--- src/tec16_pkg.sv ---
// Shared constants, types and register map of the 16-bit timer/event counter
package tec16_pkg;

  // ==========================================================
  // Bus geometry
  localparam int ADDR_W = 5;
  localparam int DATA_W = 32;
  localparam int CNT_W  = 16;

  // ==========================================================
  // Register byte offsets
  localparam logic [ADDR_W-1:0] OFS_CTRL   = 5'h00;
  localparam logic [ADDR_W-1:0] OFS_TRIG   = 5'h04;
  localparam logic [ADDR_W-1:0] OFS_PERIOD = 5'h08;
  localparam logic [ADDR_W-1:0] OFS_DUTY   = 5'h0C;
  localparam logic [ADDR_W-1:0] OFS_COUNT  = 5'h10;
  localparam logic [ADDR_W-1:0] OFS_CAP_A  = 5'h14;
  localparam logic [ADDR_W-1:0] OFS_CAP_B  = 5'h18;
  localparam logic [ADDR_W-1:0] OFS_STATUS = 5'h1C;

  // ==========================================================
  // Reset values and field positions outside the control struct
  localparam logic [13:0]      CTRL_RST   = 14'h0000;
  localparam logic [CNT_W-1:0] PERIOD_RST = 16'hFFFF;
  localparam logic [CNT_W-1:0] DUTY_RST   = 16'h0000;
  localparam int               TRIG_BIT   = 0;

  // ==========================================================
  // Count clock selection and prescaler ratios
  localparam logic [1:0] CLK_SEL_EDGE_A = 2'h3;
  localparam int         DIV_SEL0       = 2;
  localparam int         DIV_SEL1       = 8;
  localparam int         DIV_SEL2       = 32;

  // ==========================================================
  // Valid edge selection
  localparam logic [1:0] EDGE_FALL = 2'h0;
  localparam logic [1:0] EDGE_RISE = 2'h1;
  localparam logic [1:0] EDGE_BOTH = 2'h2;

  typedef enum logic [1:0] {
    MODE_FREE,
    MODE_CMP_CLR,
    MODE_EDGE_CLR,
    MODE_PPG
  } tec16_mode_t;

  typedef enum logic [1:0] {
    OS_IDLE,
    OS_WAIT,
    OS_HIGH
  } tec16_os_state_t;

  typedef struct packed {
    logic        ext_trig_en;
    logic        cap_b_en;
    logic        cap_a_en;
    logic [1:0]  edge_b_sel;
    logic [1:0]  edge_a_sel;
    logic        count_clock_sel_hi;
    logic        count_clock_sel_lo;
    logic        out_en;
    logic        oneshot;
    tec16_mode_t mode;
    logic        enable;
  } tec16_ctrl_t;

  typedef struct packed {
    logic              read;
    logic              write;
    logic [ADDR_W-1:0] address;
    logic [3:0]        byteenable;
    logic [DATA_W-1:0] writedata;
  } tec16_avs_req_t;

endpackage

--- src/tec16_timer.sv ---
// 16-bit timer/event counter channel with Avalon-MM register access
`timescale 1ns/10ps
`default_nettype none
module tec16_timer
  import tec16_pkg::*;
#(
  parameter int DIV0 = DIV_SEL0,
  parameter int DIV1 = DIV_SEL1,
  parameter int DIV2 = DIV_SEL2
) (
  input  wire logic                 clk,
  input  wire logic                 rst_n,
  input  wire tec16_pkg::tec16_avs_req_t avs_req,
  output logic                      avs_waitrequest,
  output logic [tec16_pkg::DATA_W-1:0] avs_readdata,
  input  wire logic                 edge_input_a,
  input  wire logic                 edge_input_b,
  output logic                      timer_output,
  output logic                      timer_output_oe
);
  import tec16_pkg::*;

  // ==========================================================
  // Storage
  tec16_ctrl_t          ctrl_reg;
  logic [CNT_W-1:0]     period_compare_reg;
  logic [CNT_W-1:0]     duty_compare_reg;
  logic [CNT_W-1:0]     count_value_reg;
  logic [CNT_W-1:0]     cap_a_reg;
  logic [CNT_W-1:0]     cap_b_reg;
  logic                 oneshot_trigger_bit_reg;
  logic                 out_reg;
  logic                 ack_reg;
  logic [DATA_W-1:0]    rdata_reg;
  tec16_os_state_t      os_state_reg;
  tec16_os_state_t      os_state_next;

  // ==========================================================
  // Decoded controls
  logic        run;
  logic [1:0]  clk_sel;
  logic        div_tick;
  logic        cnt_tick;
  logic        ea_pulse;
  logic        eb_pulse;
  logic        req;
  logic        wr_ok;
  logic        period_hit;
  logic        duty_hit;
  logic        os_trig;
  logic        os_start;
  logic        cmp_clear;
  logic        edge_clear;
  logic [DATA_W-1:0] rd_mux;

  assign run     = ctrl_reg.enable;
  assign clk_sel = {ctrl_reg.count_clock_sel_hi, ctrl_reg.count_clock_sel_lo};

  // ==========================================================
  // Avalon-MM slave: one wait cycle per access
  assign req             = avs_req.read || avs_req.write;
  assign avs_waitrequest = req && !ack_reg;
  assign wr_ok           = avs_req.write && ack_reg;
  assign avs_readdata    = rdata_reg;

  always_ff @(posedge clk or negedge rst_n) begin
    if (!rst_n) begin
      ack_reg <= 1'b0;
    end else begin
      ack_reg <= req && !ack_reg;
    end
  end

  function automatic logic [DATA_W-1:0] be_merge(
    input logic [DATA_W-1:0] old_v,
    input logic [DATA_W-1:0] new_v,
    input logic [3:0]        be
  );
    logic [DATA_W-1:0] m;
    m = {{8{be[3]}}, {8{be[2]}}, {8{be[1]}}, {8{be[0]}}};
    return (old_v & ~m) | (new_v & m);
  endfunction

  // Merged write words, sliced to register width below
  logic [DATA_W-1:0] ctrl_wr;
  logic [DATA_W-1:0] period_wr;
  logic [DATA_W-1:0] duty_wr;
  assign ctrl_wr   = be_merge(DATA_W'(ctrl_reg), avs_req.writedata, avs_req.byteenable);
  assign period_wr = be_merge(DATA_W'(period_compare_reg), avs_req.writedata, avs_req.byteenable);
  assign duty_wr   = be_merge(DATA_W'(duty_compare_reg), avs_req.writedata, avs_req.byteenable);

  // ==========================================================
  // Software-written registers
  always_ff @(posedge clk or negedge rst_n) begin
    if (!rst_n) begin
      ctrl_reg <= tec16_ctrl_t'(CTRL_RST);
    end else if (wr_ok && avs_req.address == OFS_CTRL) begin
      ctrl_reg <= tec16_ctrl_t'(ctrl_wr[$bits(tec16_ctrl_t)-1:0]);
    end
  end

  always_ff @(posedge clk or negedge rst_n) begin
    if (!rst_n) begin
      period_compare_reg <= PERIOD_RST;
    end else if (wr_ok && avs_req.address == OFS_PERIOD) begin
      period_compare_reg <= period_wr[CNT_W-1:0];
    end
  end

  // Duty may be rewritten while counting; takes effect on the next compare
  always_ff @(posedge clk or negedge rst_n) begin
    if (!rst_n) begin
      duty_compare_reg <= DUTY_RST;
    end else if (wr_ok && avs_req.address == OFS_DUTY) begin
      duty_compare_reg <= duty_wr[CNT_W-1:0];
    end
  end

  // Self-clearing trigger, lives one cycle
  always_ff @(posedge clk or negedge rst_n) begin
    if (!rst_n) begin
      oneshot_trigger_bit_reg <= 1'b0;
    end else begin
      oneshot_trigger_bit_reg <= wr_ok && avs_req.address == OFS_TRIG &&
                                 avs_req.byteenable[0] && avs_req.writedata[TRIG_BIT];
    end
  end

  // ==========================================================
  // Count clock and edge inputs
  tec16_presc #(
    .DIV0 (DIV0),
    .DIV1 (DIV1),
    .DIV2 (DIV2)
  ) u_presc (
    .clk   (clk),
    .rst_n (rst_n),
    .run   (run),
    .sel   (clk_sel),
    .tick  (div_tick)
  );

  tec16_edge u_edge_a (
    .clk   (clk),
    .rst_n (rst_n),
    .run   (run),
    .pin   (edge_input_a),
    .sel   (ctrl_reg.edge_a_sel),
    .pulse (ea_pulse)
  );

  tec16_edge u_edge_b (
    .clk   (clk),
    .rst_n (rst_n),
    .run   (run),
    .pin   (edge_input_b),
    .sel   (ctrl_reg.edge_b_sel),
    .pulse (eb_pulse)
  );

  assign cnt_tick = (clk_sel == CLK_SEL_EDGE_A) ? ea_pulse : div_tick;

  // ==========================================================
  // Counter
  assign period_hit = count_value_reg == period_compare_reg;
  assign duty_hit   = count_value_reg == duty_compare_reg;
  assign cmp_clear  = cnt_tick && period_hit &&
                      (ctrl_reg.mode == MODE_CMP_CLR || ctrl_reg.mode == MODE_PPG ||
                       ctrl_reg.oneshot);
  assign edge_clear = ctrl_reg.mode == MODE_EDGE_CLR && ea_pulse;

  assign os_trig  = oneshot_trigger_bit_reg || (ctrl_reg.ext_trig_en && ea_pulse);
  assign os_start = run && ctrl_reg.oneshot && os_state_reg == OS_IDLE && os_trig;

  always_ff @(posedge clk or negedge rst_n) begin
    if (!rst_n) begin
      count_value_reg <= '0;
    end else if (!run) begin
      count_value_reg <= '0;
    end else if (edge_clear || os_start) begin
      count_value_reg <= '0;
    end else if (cmp_clear) begin
      count_value_reg <= '0;
    end else if (cnt_tick) begin
      count_value_reg <= count_value_reg + 16'h0001;
    end
  end

  // ==========================================================
  // Capture
  // Capture registers hold their value across a stop
  always_ff @(posedge clk or negedge rst_n) begin
    if (!rst_n) begin
      cap_a_reg <= '0;
    end else if (ctrl_reg.cap_a_en && ea_pulse) begin
      cap_a_reg <= count_value_reg;
    end
  end

  always_ff @(posedge clk or negedge rst_n) begin
    if (!rst_n) begin
      cap_b_reg <= '0;
    end else if (ctrl_reg.cap_b_en && eb_pulse) begin
      cap_b_reg <= count_value_reg;
    end
  end

  // ==========================================================
  // One-shot sequencer
  // Triggers during a pulse are ignored rather than restarting it
  always_comb begin
    os_state_next = os_state_reg;
    case (os_state_reg)
      OS_IDLE: begin
        if (os_start) begin
          os_state_next = OS_WAIT;
        end
      end
      OS_WAIT: begin
        if (cnt_tick && duty_hit) begin
          os_state_next = OS_HIGH;
        end
      end
      OS_HIGH: begin
        if (cnt_tick && period_hit) begin
          os_state_next = OS_IDLE;
        end
      end
      default: begin
        os_state_next = OS_IDLE;
      end
    endcase
    if (!run || !ctrl_reg.oneshot) begin
      os_state_next = OS_IDLE;
    end
  end

  always_ff @(posedge clk or negedge rst_n) begin
    if (!rst_n) begin
      os_state_reg <= OS_IDLE;
    end else begin
      os_state_reg <= os_state_next;
    end
  end

  // ==========================================================
  // Timer output
  always_ff @(posedge clk or negedge rst_n) begin
    if (!rst_n) begin
      out_reg <= 1'b0;
    end else if (!run) begin
      out_reg <= 1'b0;
    end else if (ctrl_reg.oneshot) begin
      out_reg <= os_state_next == OS_HIGH;
    end else if (ctrl_reg.mode == MODE_PPG && cnt_tick && (period_hit || duty_hit)) begin
      out_reg <= !out_reg;
    end
  end

  // Output enable lets the shared pin fall back to its other use
  assign timer_output    = out_reg && ctrl_reg.out_en;
  assign timer_output_oe = ctrl_reg.out_en;

  // ==========================================================
  // Read-back
  always_comb begin
    case (avs_req.address)
      OFS_CTRL:   rd_mux = DATA_W'(ctrl_reg);
      OFS_PERIOD: rd_mux = DATA_W'(period_compare_reg);
      OFS_DUTY:   rd_mux = DATA_W'(duty_compare_reg);
      OFS_COUNT:  rd_mux = DATA_W'(count_value_reg);
      OFS_CAP_A:  rd_mux = DATA_W'(cap_a_reg);
      OFS_CAP_B:  rd_mux = DATA_W'(cap_b_reg);
      OFS_STATUS: rd_mux = DATA_W'({os_state_reg != OS_IDLE, out_reg});
      default:    rd_mux = '0;
    endcase
  end

  always_ff @(posedge clk or negedge rst_n) begin
    if (!rst_n) begin
      rdata_reg <= '0;
    end else if (avs_req.read && !ack_reg) begin
      rdata_reg <= rd_mux;
    end
  end

  // ==========================================================
  // Checks
  chk_edge_clear_wins: assert property (@(posedge clk) disable iff (!rst_n)
    run && ctrl_reg.mode == MODE_EDGE_CLR && ea_pulse && !wr_ok |=> count_value_reg == '0)
    else $error("Edge clear did not zero the counter");

  chk_oneshot_start: assert property (@(posedge clk) disable iff (!rst_n)
    os_start && !wr_ok |=> os_state_reg == OS_WAIT && count_value_reg == '0 && !out_reg)
    else $error("One-shot trigger did not start a pulse");

  chk_trig_bit_start: assert property (@(posedge clk) disable iff (!rst_n)
    wr_ok && avs_req.address == OFS_TRIG && avs_req.writedata[TRIG_BIT] &&
    avs_req.byteenable[0] && run && ctrl_reg.oneshot && os_state_reg == OS_IDLE &&
    !cnt_tick ##1 run && ctrl_reg.oneshot |=> os_state_reg == OS_WAIT)
    else $error("Trigger bit write ignored");

  chk_ppg_period: assert property (@(posedge clk) disable iff (!rst_n)
    run && !ctrl_reg.oneshot && ctrl_reg.mode == MODE_PPG && cnt_tick && period_hit &&
    !edge_clear && !wr_ok |=> count_value_reg == '0 && out_reg != $past(out_reg))
    else $error("PPG period match did not clear and toggle");

  chk_ppg_duty: assert property (@(posedge clk) disable iff (!rst_n)
    run && !ctrl_reg.oneshot && ctrl_reg.mode == MODE_PPG && cnt_tick && duty_hit &&
    !period_hit && !wr_ok |=> out_reg != $past(out_reg))
    else $error("PPG duty match did not toggle output");

  cov_ppg_toggle: cover property (@(posedge clk) disable iff (!rst_n)
    ctrl_reg.mode == MODE_PPG && run && $rose(out_reg));
  cov_oneshot_done: cover property (@(posedge clk) disable iff (!rst_n)
    os_state_reg == OS_HIGH ##1 os_state_reg == OS_IDLE);
  cov_capture_b: cover property (@(posedge clk) disable iff (!rst_n)
    ctrl_reg.cap_b_en && eb_pulse);
endmodule
`default_nettype wire

--- src/tec16_presc.sv ---
// Prescaler producing one-cycle count enables
`timescale 1ns/10ps
`default_nettype none
module tec16_presc #(
  parameter int DIV0 = 2,
  parameter int DIV1 = 8,
  parameter int DIV2 = 32
) (
  input  wire logic       clk,
  input  wire logic       rst_n,
  input  wire logic       run,
  input  wire logic [1:0] sel,
  output logic            tick
);
  logic [7:0] div_reg;
  logic [7:0] lim;

  always_comb begin
    case (sel)
      2'h0:    lim = 8'(DIV0 - 1);
      2'h1:    lim = 8'(DIV1 - 1);
      2'h2:    lim = 8'(DIV2 - 1);
      default: lim = 8'h00;
    endcase
  end

  // Held at zero while stopped so the first tick comes a full period after start
  always_ff @(posedge clk or negedge rst_n) begin
    if (!rst_n) begin
      div_reg <= 8'h00;
    end else if (!run || div_reg >= lim) begin
      div_reg <= 8'h00;
    end else begin
      div_reg <= div_reg + 8'h01;
    end
  end

  assign tick = run && (sel != 2'h3) && (div_reg >= lim);
endmodule
`default_nettype wire

--- src/tec16_edge.sv ---
// Valid-edge detector for one timer input pin
`timescale 1ns/10ps
`default_nettype none
module tec16_edge
  import tec16_pkg::*;
(
  input  wire logic       clk,
  input  wire logic       rst_n,
  input  wire logic       run,
  input  wire logic       pin,
  input  wire logic [1:0] sel,
  output logic            pulse
);
  logic prev_reg;
  logic armed_reg;
  logic rise;
  logic fall;

  always_ff @(posedge clk or negedge rst_n) begin
    if (!rst_n) begin
      prev_reg  <= 1'b0;
      armed_reg <= 1'b0;
    end else begin
      prev_reg  <= (run || armed_reg) ? pin : 1'b0;
      armed_reg <= armed_reg | run;
    end
  end

  assign rise  = pin && !prev_reg;
  assign fall  = !pin && prev_reg;
  assign pulse = run && ((rise && (sel == EDGE_RISE || sel == EDGE_BOTH)) ||
                         (fall && (sel == EDGE_FALL || sel == EDGE_BOTH)));

  // ==========================================================
  // Checks
  chk_first_high_rise: assert property (@(posedge clk) disable iff (!rst_n)
    run && !armed_reg && pin && (sel == EDGE_RISE || sel == EDGE_BOTH) |-> pulse)
    else $error("High pin at first enable not seen as rising edge");

  chk_reenable_quiet: assert property (@(posedge clk) disable iff (!rst_n)
    run && !$past(run) && $past(armed_reg) && $past(pin) && pin |-> !pulse)
    else $error("Spurious rising edge at re-enable");

  cov_first_rise: cover property (@(posedge clk) disable iff (!rst_n)
    run && !armed_reg && pin && pulse);
endmodule
`default_nettype wire

--- config.mk ---
export PLATFORM = sky130hd
export DESIGN_NAME = tec16_timer
export DESIGN_NICKNAME = d
export VERILOG_FILES = /design/src/tec16_pkg.sv /design/src/tec16_timer.sv /design/src/tec16_presc.sv /design/src/tec16_edge.sv
export SDC_FILE = /design/constraint.sdc
export NUM_CORES = 1
export LEC_CHECK = 0
export ABC_CLOCK_PERIOD_IN_PS = 2300
export BUFFER_PORTS_ARGS = -buffer_cell sky130_fd_sc_hd__buf_2
export CORE_ASPECT_RATIO = 0.7
export CORE_MARGIN = 5
export CORE_UTILIZATION = 53
export CTS_CLUSTER_DIAMETER = 150
export DETAILED_ROUTE_END_ITERATION = 6
export PLACE_DENSITY = 0.84
export SLEW_MARGIN = 10
export SYNTH_ARGS = -nofsm -noshare
export SYNTH_HDL_FRONTEND = slang
export SYNTH_SLANG_ARGS = --single-unit
--- constraint.sdc ---
create_clock -name clk -period 2.3 [get_ports clk]
set_clock_uncertainty 0.1 [all_clocks]
set_input_delay 0.46 -clock clk [delete_from_list [all_inputs] [get_ports clk]]
set_output_delay 0.46 -clock clk [all_outputs]
set_load 0.02 [all_outputs]
# --- Yosys cells after proc, flatten, opt, wreduce, memory -nomap -nowiden ---
# Cells that the tools add are included.
op_classes:
  add_sub_neg: 2
  n_lt_le_gt_ge: 1
  eq_ne: 25
  muxes: 18
  bitwise: 10
  reduce_logical: 64
ops:
  columns: ["cell", "n"]
  rows:
  - ["case mux 16 bit (7 select lines)", 1]
  - ["2-to-1 mux 16 bit", 4]
  - ["bitwise AND 16 bit", 3]
  - ["logical AND 1 bit", 34]
  - ["== test 16 bit", 2]
  - ["bitwise OR 16 bit", 2]
  - ["== test 5 bit (second input constant)", 4]
  - ["adder 16 x 1 -> 16 bit (second input constant)", 1]
  - ["== test 2 bit (second input constant)", 8]
  - ["logical OR 1 bit", 16]
  - ["NOT 16 bit", 1]
  - ["case mux 5 bit (3 select lines)", 1]
  - ["bitwise AND 14 bit", 1]
  - ["bitwise OR 14 bit", 1]
  - ["== test 2 x 1 -> 1 bit (second input constant)", 5]
  - ["== test 5 x 4 -> 1 bit (second input constant)", 2]
  - ["adder 8 x 1 -> 8 bit (second input constant)", 1]
  - ["greater-or-equal comparator 8 x 5 -> 1 bit", 1]
  - ["logical NOT 1 bit", 8]
  - ["logical NOT 2 bit", 4]
  - ["2-to-1 mux 2 bit", 4]
  - ["2-to-1 mux 8 bit", 1]
  - ["2-to-1 mux 1 bit", 6]
  - ["case mux 2 bit (3 select lines)", 1]
  - ["other kinds (7)", 8]
totals:
  regBits: 143
  input_bits: 47
  elab_cells: 146

# --- Depth between registers and ports, before layout ---
# Gate-level depths: netlist (run 1).
depth:
  depth_word: 14
  ltp_mapped: 11

# --- By module ---
# Synthesis (run 1) repeated with hierarchy kept, for this count alone.
hier_totals:
  cells_unflattened: 570
  hier_area_um2: 6543.8
modules_own_cells:
  columns: ["mod", "instances", "cells_per_inst", "area_per_inst_um2"]
  rows:
  - ["tec16_timer", 1, 499, 5788.1]
  - ["tec16_presc", 1, 45, 503.0]
  - ["tec16_edge", 2, 13, 126.4]

# --- Worst setup path after synthesis (run 1) ---
# Ideal clock, no wire load.
synth_path:
  kind: "register to register"
  from: "register (tool-made name)"
  to: "register count_value_reg[8]"
  t_arrival_ns: 2.269
  path_slack_ns: -0.146
  path_stages_with_launch: 10
  n_path_buf: 0
  synth_period_minus_slack_ns: 2.446
  cell_sequence: "dfrtp_1 > inv_1 > ha_1 > ha_1 > o21a_1 > o21ai_0 > o21ai_1 > nand3_1 > or4_1 > a21oi_1"
synth_lines:
  columns: ["item", "line", "text"]
  rows:
  - ["end signal: assignment", "tec16_timer.sv:185", "count_value_reg <= count_value_reg + 16'h0001;"]
  - ["end: declaration", "tec16_timer.sv:28", "logic [CNT_W-1:0] count_value_reg;"]

==> results of run 1 <==
-- path summary, 6_finish.rpt --
kind | start | end | cells past startpoint | slack [ns]
hold reg to reg | u_edge_b.armed_reg$_DFF_PN0_ | u_edge_b.armed_reg$_DFF_PN0_ | 1 | 0.34
max in group asynchronous | rst_n | async pin | 3 | 0.93
hold / removal | edge_input_a | u_edge_a.prev_reg$_DFF_PN0_ | 2 | 0.19
min in group asynchronous | rst_n | async pin | 2 | 0.50
setup / recovery | flip-flop | count_value_reg[14]$_DFFE_PN0P_ | 10 | -0.13
setup reg to reg | flip-flop | count_value_reg[14]$_DFFE_PN0P_ | 10 | -0.13
-- cell type report --
cell class / count / share of cell area (%)
Tap cell: 162 / 2.50
Multi-Input combinational cell: 396 / 40.4
Inverter: 8 / 0.370
Clock inverter: 10 / 1.39
Sequential cell: 127 / 39.4
Timing Repair Buffer: 117 / 10.2
Clock buffer: 22 / 5.72
-- cell usage after synthesis (2+ instances only) --
| cell | instances |
|---|---|
| a22oi_1 | 40 |
| and4b_1 | 2 |
| o31ai_1 | 2 |
| nor4_1 | 10 |
| nor3_1 | 3 |
| xor2_1 | 20 |
| nand3_1 | 14 |
| dfrtp_1 | 111 |
| a222oi_1 | 2 |
| nand2b_1 | 7 |
| o21ai_1 | 2 |
| buf_4 | 18 |
| o21ai_0 | 7 |
| or3_1 | 2 |
| nand3b_1 | 3 |
| ha_1 | 13 |
| inv_1 | 8 |
| or4_1 | 2 |
| and4_1 | 3 |
| nor2b_1 | 3 |
| mux2_2 | 79 |
| nand4_1 | 8 |
| o211a_1 | 2 |
| xnor2_1 | 28 |
| nor3b_1 | 2 |
| and3_1 | 8 |
| a21oi_1 | 10 |
| dfstp_2 | 16 |
| or2_2 | 2 |
| and2_1 | 6 |
| nand2_1 | 19 |
| a31oi_1 | 13 |
| nor2_1 | 35 |
| clkbuf_1 | 19 |
| a21o_1 | 14 |
| buf_2 | 12 |
| buf_6 | 7 |
| a22o_1 | 2 |
-- power groups by stage --
stage	clock [uW]	sequential [uW]	combinational [uW]
2_1_floorplan	0	2440	330
3_3_place_gp	0	2470	524
3_5_place_dp	0	2470	545
4_1_cts	2630	2430	584
5_1_grt	2750	2450	677
6_report	2620	2440	624
-- layer usage --
| layer | routed length [microns] | share of wire (%) |
|---|---|---|
| met1 | 7630 | 41 |
| met5 | 0 | 0 |
| met2 | 8620 | 46 |
| met4 | 571 | 3.0 |
| met3 | 1990 | 11 |
-- placed cells by master, fill, tap and decap left out, drive strengths merged, types with 9 or more instances in the layout --
cell,count
buf,116
dfrtp,111
mux2,79
a22oi,40
nor2,36
xnor2,28
clkbuf,22
xor2,20
nand2,19
conb,18
dfstp,16
a21o,14
nand3,14
a31oi,13
ha,13
nor4,11
a21oi,10
o21ai,9
-- metrics by stage --
| step | worst slack, ns | util, % |
|---|---|---|
| floorplan | -0.0293 | - |
| global placement | -0.263 | 59.0 |
| detailed placement | -0.360 | 59.0 |
| CTS | -0.130 | 65.2 |
| global route | -0.198 | 66.2 |
| finish | -0.129 | 66.2 |
-- logic make-up (layout without fill, tap and decap cells) --
group	count (synthesis)	in the layout	share of synthesized area (%)
and+or+nand+nor	135	135	11.2
DFF	127	127	48.9
AOI/OAI and AO/OA	103	103	11.6
muxes	79	79	13.6
buffers and inverters	64	157	5.74
xor gates and xnor gates	48	48	6.43
adders and majority gates	13	13	2.49
other	1	18	0.0573
-- what timing repair did --
| action | CTS | global route |
|---|---|---|
| pin swaps | 20 | 10 |
| endpoints found under the hold margin | 33 | 0 |
| endpoints found under the setup margin | 18 | 24 |
| hold buffers | 1 | 0 |
| buffers inserted | 5 | 2 |
| gates resized for setup | 24 | 20 |
==> results.toml, run 1 <==
[outcome]
outcome = "finished, violations left"
violations = "negative setup slack"

[yosys]
syn_inst = 570
synth_top_area_share_pct = 42.5
synthesis.area_sq_mm = 0.00654
async_flop_share_pct = 100
yosysSeqAreaShare_pct = 48.9
ys_types = 54
ys.flop_type = "dfrtp_1"
synth_edf_count = 0
synth_area_leader_cell = "dfrtp_1"
syn-mean-instance-area_sq_um = 11.5
ys_seq_elements = 127
synthTopCellsByArea = "dfrtp_1 42%, mux2_2 14%, dfstp_2 6.4%, a22oi_1 4.6%, xnor2_1 3.7%"
yosysWarnings = 0

[grt]
grt-busiest-layer = "met2"
grt_pass1_vias = 5337
grt_pass1_wl_mm = 29.4
antenna_found_initial = 0
gr-usage-met1_pct = 34.7
grtUsageTotal_pct = 26.6
grt_util_met2_pct = 41.8
grt-ovfl-total = 0
grt_max_degree = 43
grt.met3_usage_pct = 8.85

[floorplan]
dieHeight_microns = 103
start_util_pct = 53.4
core_region_area_sq_mm = 0.0123
die_w_microns = 143
row_count = 34
die_area_sq_mm = 0.0147
io_pins = 82

[pwr]
power_switching_uw = 1420
vdd_drop_max_uv = 487
p_seq_share_pct = 42.9
internal_power_uw = 4260
clkPwrFrac_pct = 46.1
power_uw = 5680
p_comb_share_pct = 11.0
powerDensity_mw_per_mm2 = 700
p_sw_share_pct = 25.0
p_leak_uw = 0.00384

[final_layout]
regArea_sq_mm = 0.00320
final_cells = 842
area.growth.synth_to_final_pct = 24.0
fin_nets = 727
drive_above_1_share_pct = 41.6
multi_input_area_sq_mm = 0.00328
antennaDiodeCount = 0
fillerInstances = 812
fin_area_sq_mm = 0.00811

[sta]
maxSlewViolCount = 0
fin_crit_sh_pct = 106
worstMarginPinSlew_ns = 0.682
max_freq_mhz = 412
setup_viol = 18
max-slew-margin-rel_pct = 54.6
final.setup.worst_slack_ns = -0.129
fin_setup_tns_ns = -1.14
rsz0062_at_grt = "yes"
final_hold_viol_count = 0
holdWs_ns = 0.188
fin_crit_ns = 2.43

[flow_run]
maxCapViolations = 0

[detailed_routing]
routed-via-count = 5177
detail_route.wl_per_cell_microns = 22.3
final_antenna_net_count = 0
routed_wl_mm = 18.8
via_per_inst = 6.15
drtIter0Drc = 466
drc = 0
firstDrtPassIters = 5

[placement]
place_area_sq_mm = 0.00723
placed_cells_incl_taps = 802
dpl.hpwl_mm = 12.6
gp_congestion = 0.960
port_buffers = 47

[setup_path]
critPathLaunchType = "flip-flop"
cp_top_family = "compound AO/OA/AOI/OAI gates"
cp_num_buf_inv = 2
crit_required_ns = 2.50
cpMaxStageDelayCell = "dfrtp_2"
critPathCaptureType = "flip-flop"
path_cells = "ha_2 > inv_2 > ha_4 > nand2b_4 > a2111oi_4 > o21a_2 > buf_6 > nor4_4 > xnor2_1 > nor2_1"
cp_max_fo = 6
crit_type = "reg2reg"
critical_path.max_stage_delay_ns = 0.44
worstPathArrival_ns = 2.63

[cts]
clk_path_buf_depth = 2
clock-sinks = 127
cts_tree = "yes"
cts-htree-levels = 4
ctsRootBufferMaster = "clkbuf_16"
cts_buffers = 17
clock_latency_ns = 0.42
clkSlewWorstSetupHoldPaths_ns = 0.06

[min_path]
hold_path.class = "in2reg"
Note: power is estimated with default switching activity, not from simulation.
==> run 2: changes to the inputs <==
--- a/config.mk
+++ b/config.mk
@@ -9,11 +9,13 @@
 export BUFFER_PORTS_ARGS = -buffer_cell sky130_fd_sc_hd__buf_2
 export CORE_ASPECT_RATIO = 0.7
 export CORE_MARGIN = 5
-export CORE_UTILIZATION = 53
+export CORE_UTILIZATION = 50
 export CTS_CLUSTER_DIAMETER = 150
 export DETAILED_ROUTE_END_ITERATION = 6
-export PLACE_DENSITY = 0.84
+export PLACE_DENSITY = 0.8
+export RECOVER_POWER = 100
 export SLEW_MARGIN = 10
 export SYNTH_ARGS = -nofsm -noshare
 export SYNTH_HDL_FRONTEND = slang
+export SYNTH_HIERARCHICAL = 1
 export SYNTH_SLANG_ARGS = --single-unit
==> run 2 against run 1 <==
- the run still ends with negative setup slack left
- largest cell class is now registers
- critical endpoint is now count_value_reg[12]$_DFFE_PN0P_
- non-clock buffer count decreased by 6
- register-to-register slack got worse by 0.58 ns
- combinational power decreased by 9.3%
- global-route usage decreased by 2.7 points
- synthesized area about the same
- worst hold slack got worse by 0.0043 ns
- sequential cell count unchanged
- final cell count increased by 0.24%
- synthesized cell count unchanged
==> results.toml, run 2 <==
[detailed_routing]
drc = 0
routed_wl_mm = 18.2
via_per_inst = 6.00
routed-via-count = 5061
final_antenna_net_count = 0
detail_route.wl_per_cell_microns = 21.5
firstDrtPassIters = 5
drtIter0Drc = 578

[pwr]
power_switching_uw = 1500
p_comb_share_pct = 9.8
clkPwrFrac_pct = 48.0
powerDensity_mw_per_mm2 = 733
vdd_drop_max_uv = 600
p_sw_share_pct = 25.9
p_seq_share_pct = 42.3
p_leak_uw = 0.00370
internal_power_uw = 4300

[yosys]
synthTopCellsByArea = "dfrtp_1 42%, mux2_2 14%, dfstp_2 6.4%, a22oi_1 4.9%, xnor2_1 3.3%"
synthesis.area_sq_mm = 0.00654
async_flop_share_pct = 100
netlist_top_cells_count = "111 x dfrtp_1, 80 x mux2_2, 43 x a22oi_1"
syn_inst = 570
synth_edf_count = 0
ys.flop_type = "dfrtp_1"
yosys.cell_count.top_type = "dfrtp_1"
synth_top_area_share_pct = 42.4
ys_seq_elements = 127
syn-mean-instance-area_sq_um = 11.5
yosysSeqAreaShare_pct = 48.9
ys_types = 55
yosysWarnings = 6
synth_area_leader_cell = "dfrtp_1"

[grt]
antenna_found_initial = 0
grt_pass1_vias = 5155
grtUsageTotal_pct = 23.9
grt_pass1_wl_mm = 28.5
grt_max_degree = 59
grt-ovfl-total = 0

[final_layout]
fillerInstances = 1067
area.growth.synth_to_final_pct = 20.8
final_cell_mix = "110 x dfrtp_1, 80 x mux2_2, 53 x buf_4"
antennaDiodeCount = 0
drive_above_1_share_pct = 36.3
fin_area_sq_mm = 0.00791
fin_nets = 726
final_common_cell = "dfrtp_1"

[cts]
clock_latency_ns = 0.43
clock-sinks = 127
cts_tree = "yes"
clkSlewWorstSetupHoldPaths_ns = 0.06
cts-htree-levels = 4
clk_path_buf_depth = 2
cts_buffers = 17
ctsRootBufferMaster = "clkbuf_16"

[setup_path]
rr_worst_depth = 13
cp_num_buf_inv = 2
critical_path.max_stage_delay_ns = 0.46
cp_top_family = "simple AND/OR/NAND/NOR gates"
r2r_setup_slack_ns = -0.71
cpMaxStageDelayCell = "or4_4"
cp_max_fo = 8
r2r_end = "count_value_reg[12]$_DFFE_PN0P_"
worstPathArrival_ns = 3.22
critPathLaunchType = "flip-flop"
crit_path_end = "count_value_reg[12]$_DFFE_PN0P_"
critPathCaptureType = "flip-flop"
path_cells = "inv_2 > ha_4 > ha_4 > o21a_1 > o21ai_2 > o21ai_2 > and3b_2 > mux2i_2 > or3_1 > or4_4 > o21ai_4 > buf_6 > nor2_1"
crit_required_ns = 2.51
cp.depth = 13
crit_type = "reg2reg"

[floorplan]
dieHeight_microns = 106
core_region_area_sq_mm = 0.0130
die_area_sq_mm = 0.0155
row_count = 35
die_w_microns = 147
start_util_pct = 50.3
io_pins = 82

[sta]
maxSlewViolCount = 0
fin_crit_sh_pct = 131
fin_crit_ns = 3.01
rsz0062_at_grt = "yes"
max-slew-margin-rel_pct = 4.55
worstMarginPinSlew_ns = 1.43
setup_viol = 19
final_hold_viol_count = 0
max_freq_mhz = 333
final.setup.worst_slack_ns = -0.707

[outcome]
outcome = "finished, violations left"
violations = "negative setup slack"

[min_path]
hold_path.class = "in2reg"

[placement]
place_area_sq_mm = 0.00727
port_buffers = 47
dpl.hpwl_mm = 13.1
preCtsSetupSlack_ns = -0.703
gp_congestion = 0.939

[flow_run]
maxCapViolations = 0
==> run 2: power groups by stage <==
stage          clock (uW)  combinational, uW  sequential, uW
6_report             2780                566            2450
3_3_place_gp            0                531            2470
3_5_place_dp            0                550            2480
2_1_floorplan           0                342            2450
4_1_cts              2810                577            2450
5_1_grt              2920                615            2460
==> run 2: worst min path at each step <==
stage / startpoint / to / slack [ns] / cells after the start
after floorplan: rst_n / async pin / 0.06 / 0
after global placement: rst_n / avs_readdata[1]$_DFFE_PN0P_ / 0.29 / 1
after detailed placement: rst_n / avs_readdata[1]$_DFFE_PN0P_ / 0.29 / 1
after CTS: avs_req[15] / flip-flop / 0.18 / 2
after global routing: edge_input_a / u_edge_a/prev_reg$_DFF_PN0_ / 0.17 / 2
final: edge_input_a / u_edge_a/prev_reg$_DFF_PN0_ / 0.18 / 2
==> run 2: cell families (layout without fill, tap and decap cells) <==
logic type               Yosys count  after routing  synth area share [%]
AO/OA/AOI/OAI                     85             85                  10.3
XOR/XNOR                          49             49                  6.56
adder cells (fa/ha/maj)           14             14                  2.68
buffers and inverters             60            152                  5.05
flip-flops                       127            127                  48.9
multiplexers                      81             81                  13.9
other                              2             18                 0.115
AND/OR/NAND/NOR                  152            152                  12.5
==> run 2: area by class of cell <==
class / count / area [sq um] / share of cell area (%)
Clock buffer: 17 / 425 / 5.38
Clock inverter: 15 / 185 / 2.34
Inverter: 9 / 33.8 / 0.427
Multi-Input combinational cell: 399 / 3150 / 39.8
Sequential cell: 127 / 3200 / 40.5
Tap cell: 166 / 208 / 2.63
Timing Repair Buffer: 111 / 708 / 8.96
==> run 2: layer usage <==
metal / track usage (%) / up-vias / wire (microns)
li1: - / 2216 / -
met1: 33.2 / 2551 / 8180
met2: 35.3 / 240 / 7980
met3: 7.35 / 54 / 1530
met4: 8.79 / 0 / 463
met5: 0 / - / 0
==> run 2: timing repair <==
item                                    CTS  global route
setup buffers                             6             1
pin swaps                                 3             3
endpoints found under the hold margin    19             0
gates resized for setup                   4            17
hold buffers                              1             0
cloned                                    1             0
endpoints found under the setup margin   19            19
==> run 2: through the flow <==
| step | hold slack [ns] | setup TNS [ns] | total power [uW] | cells | utilization [%] |
|---|---|---|---|---|---|
| floorplan | 0.0644 | -13.75 | 2790 | 586 | - |
| global placement | 0.288 | -11.60 | 3010 | 805 | 55.9 |
| detailed placement | 0.289 | -13.62 | 3030 | 805 | 55.9 |
| CTS | 0.179 | -12.56 | 5830 | 845 | 61.3 |
| global route | 0.173 | -16.50 | 6000 | 844 | 60.8 |
| finish | 0.184 | -12.79 | 5800 | 844 | 60.8 |
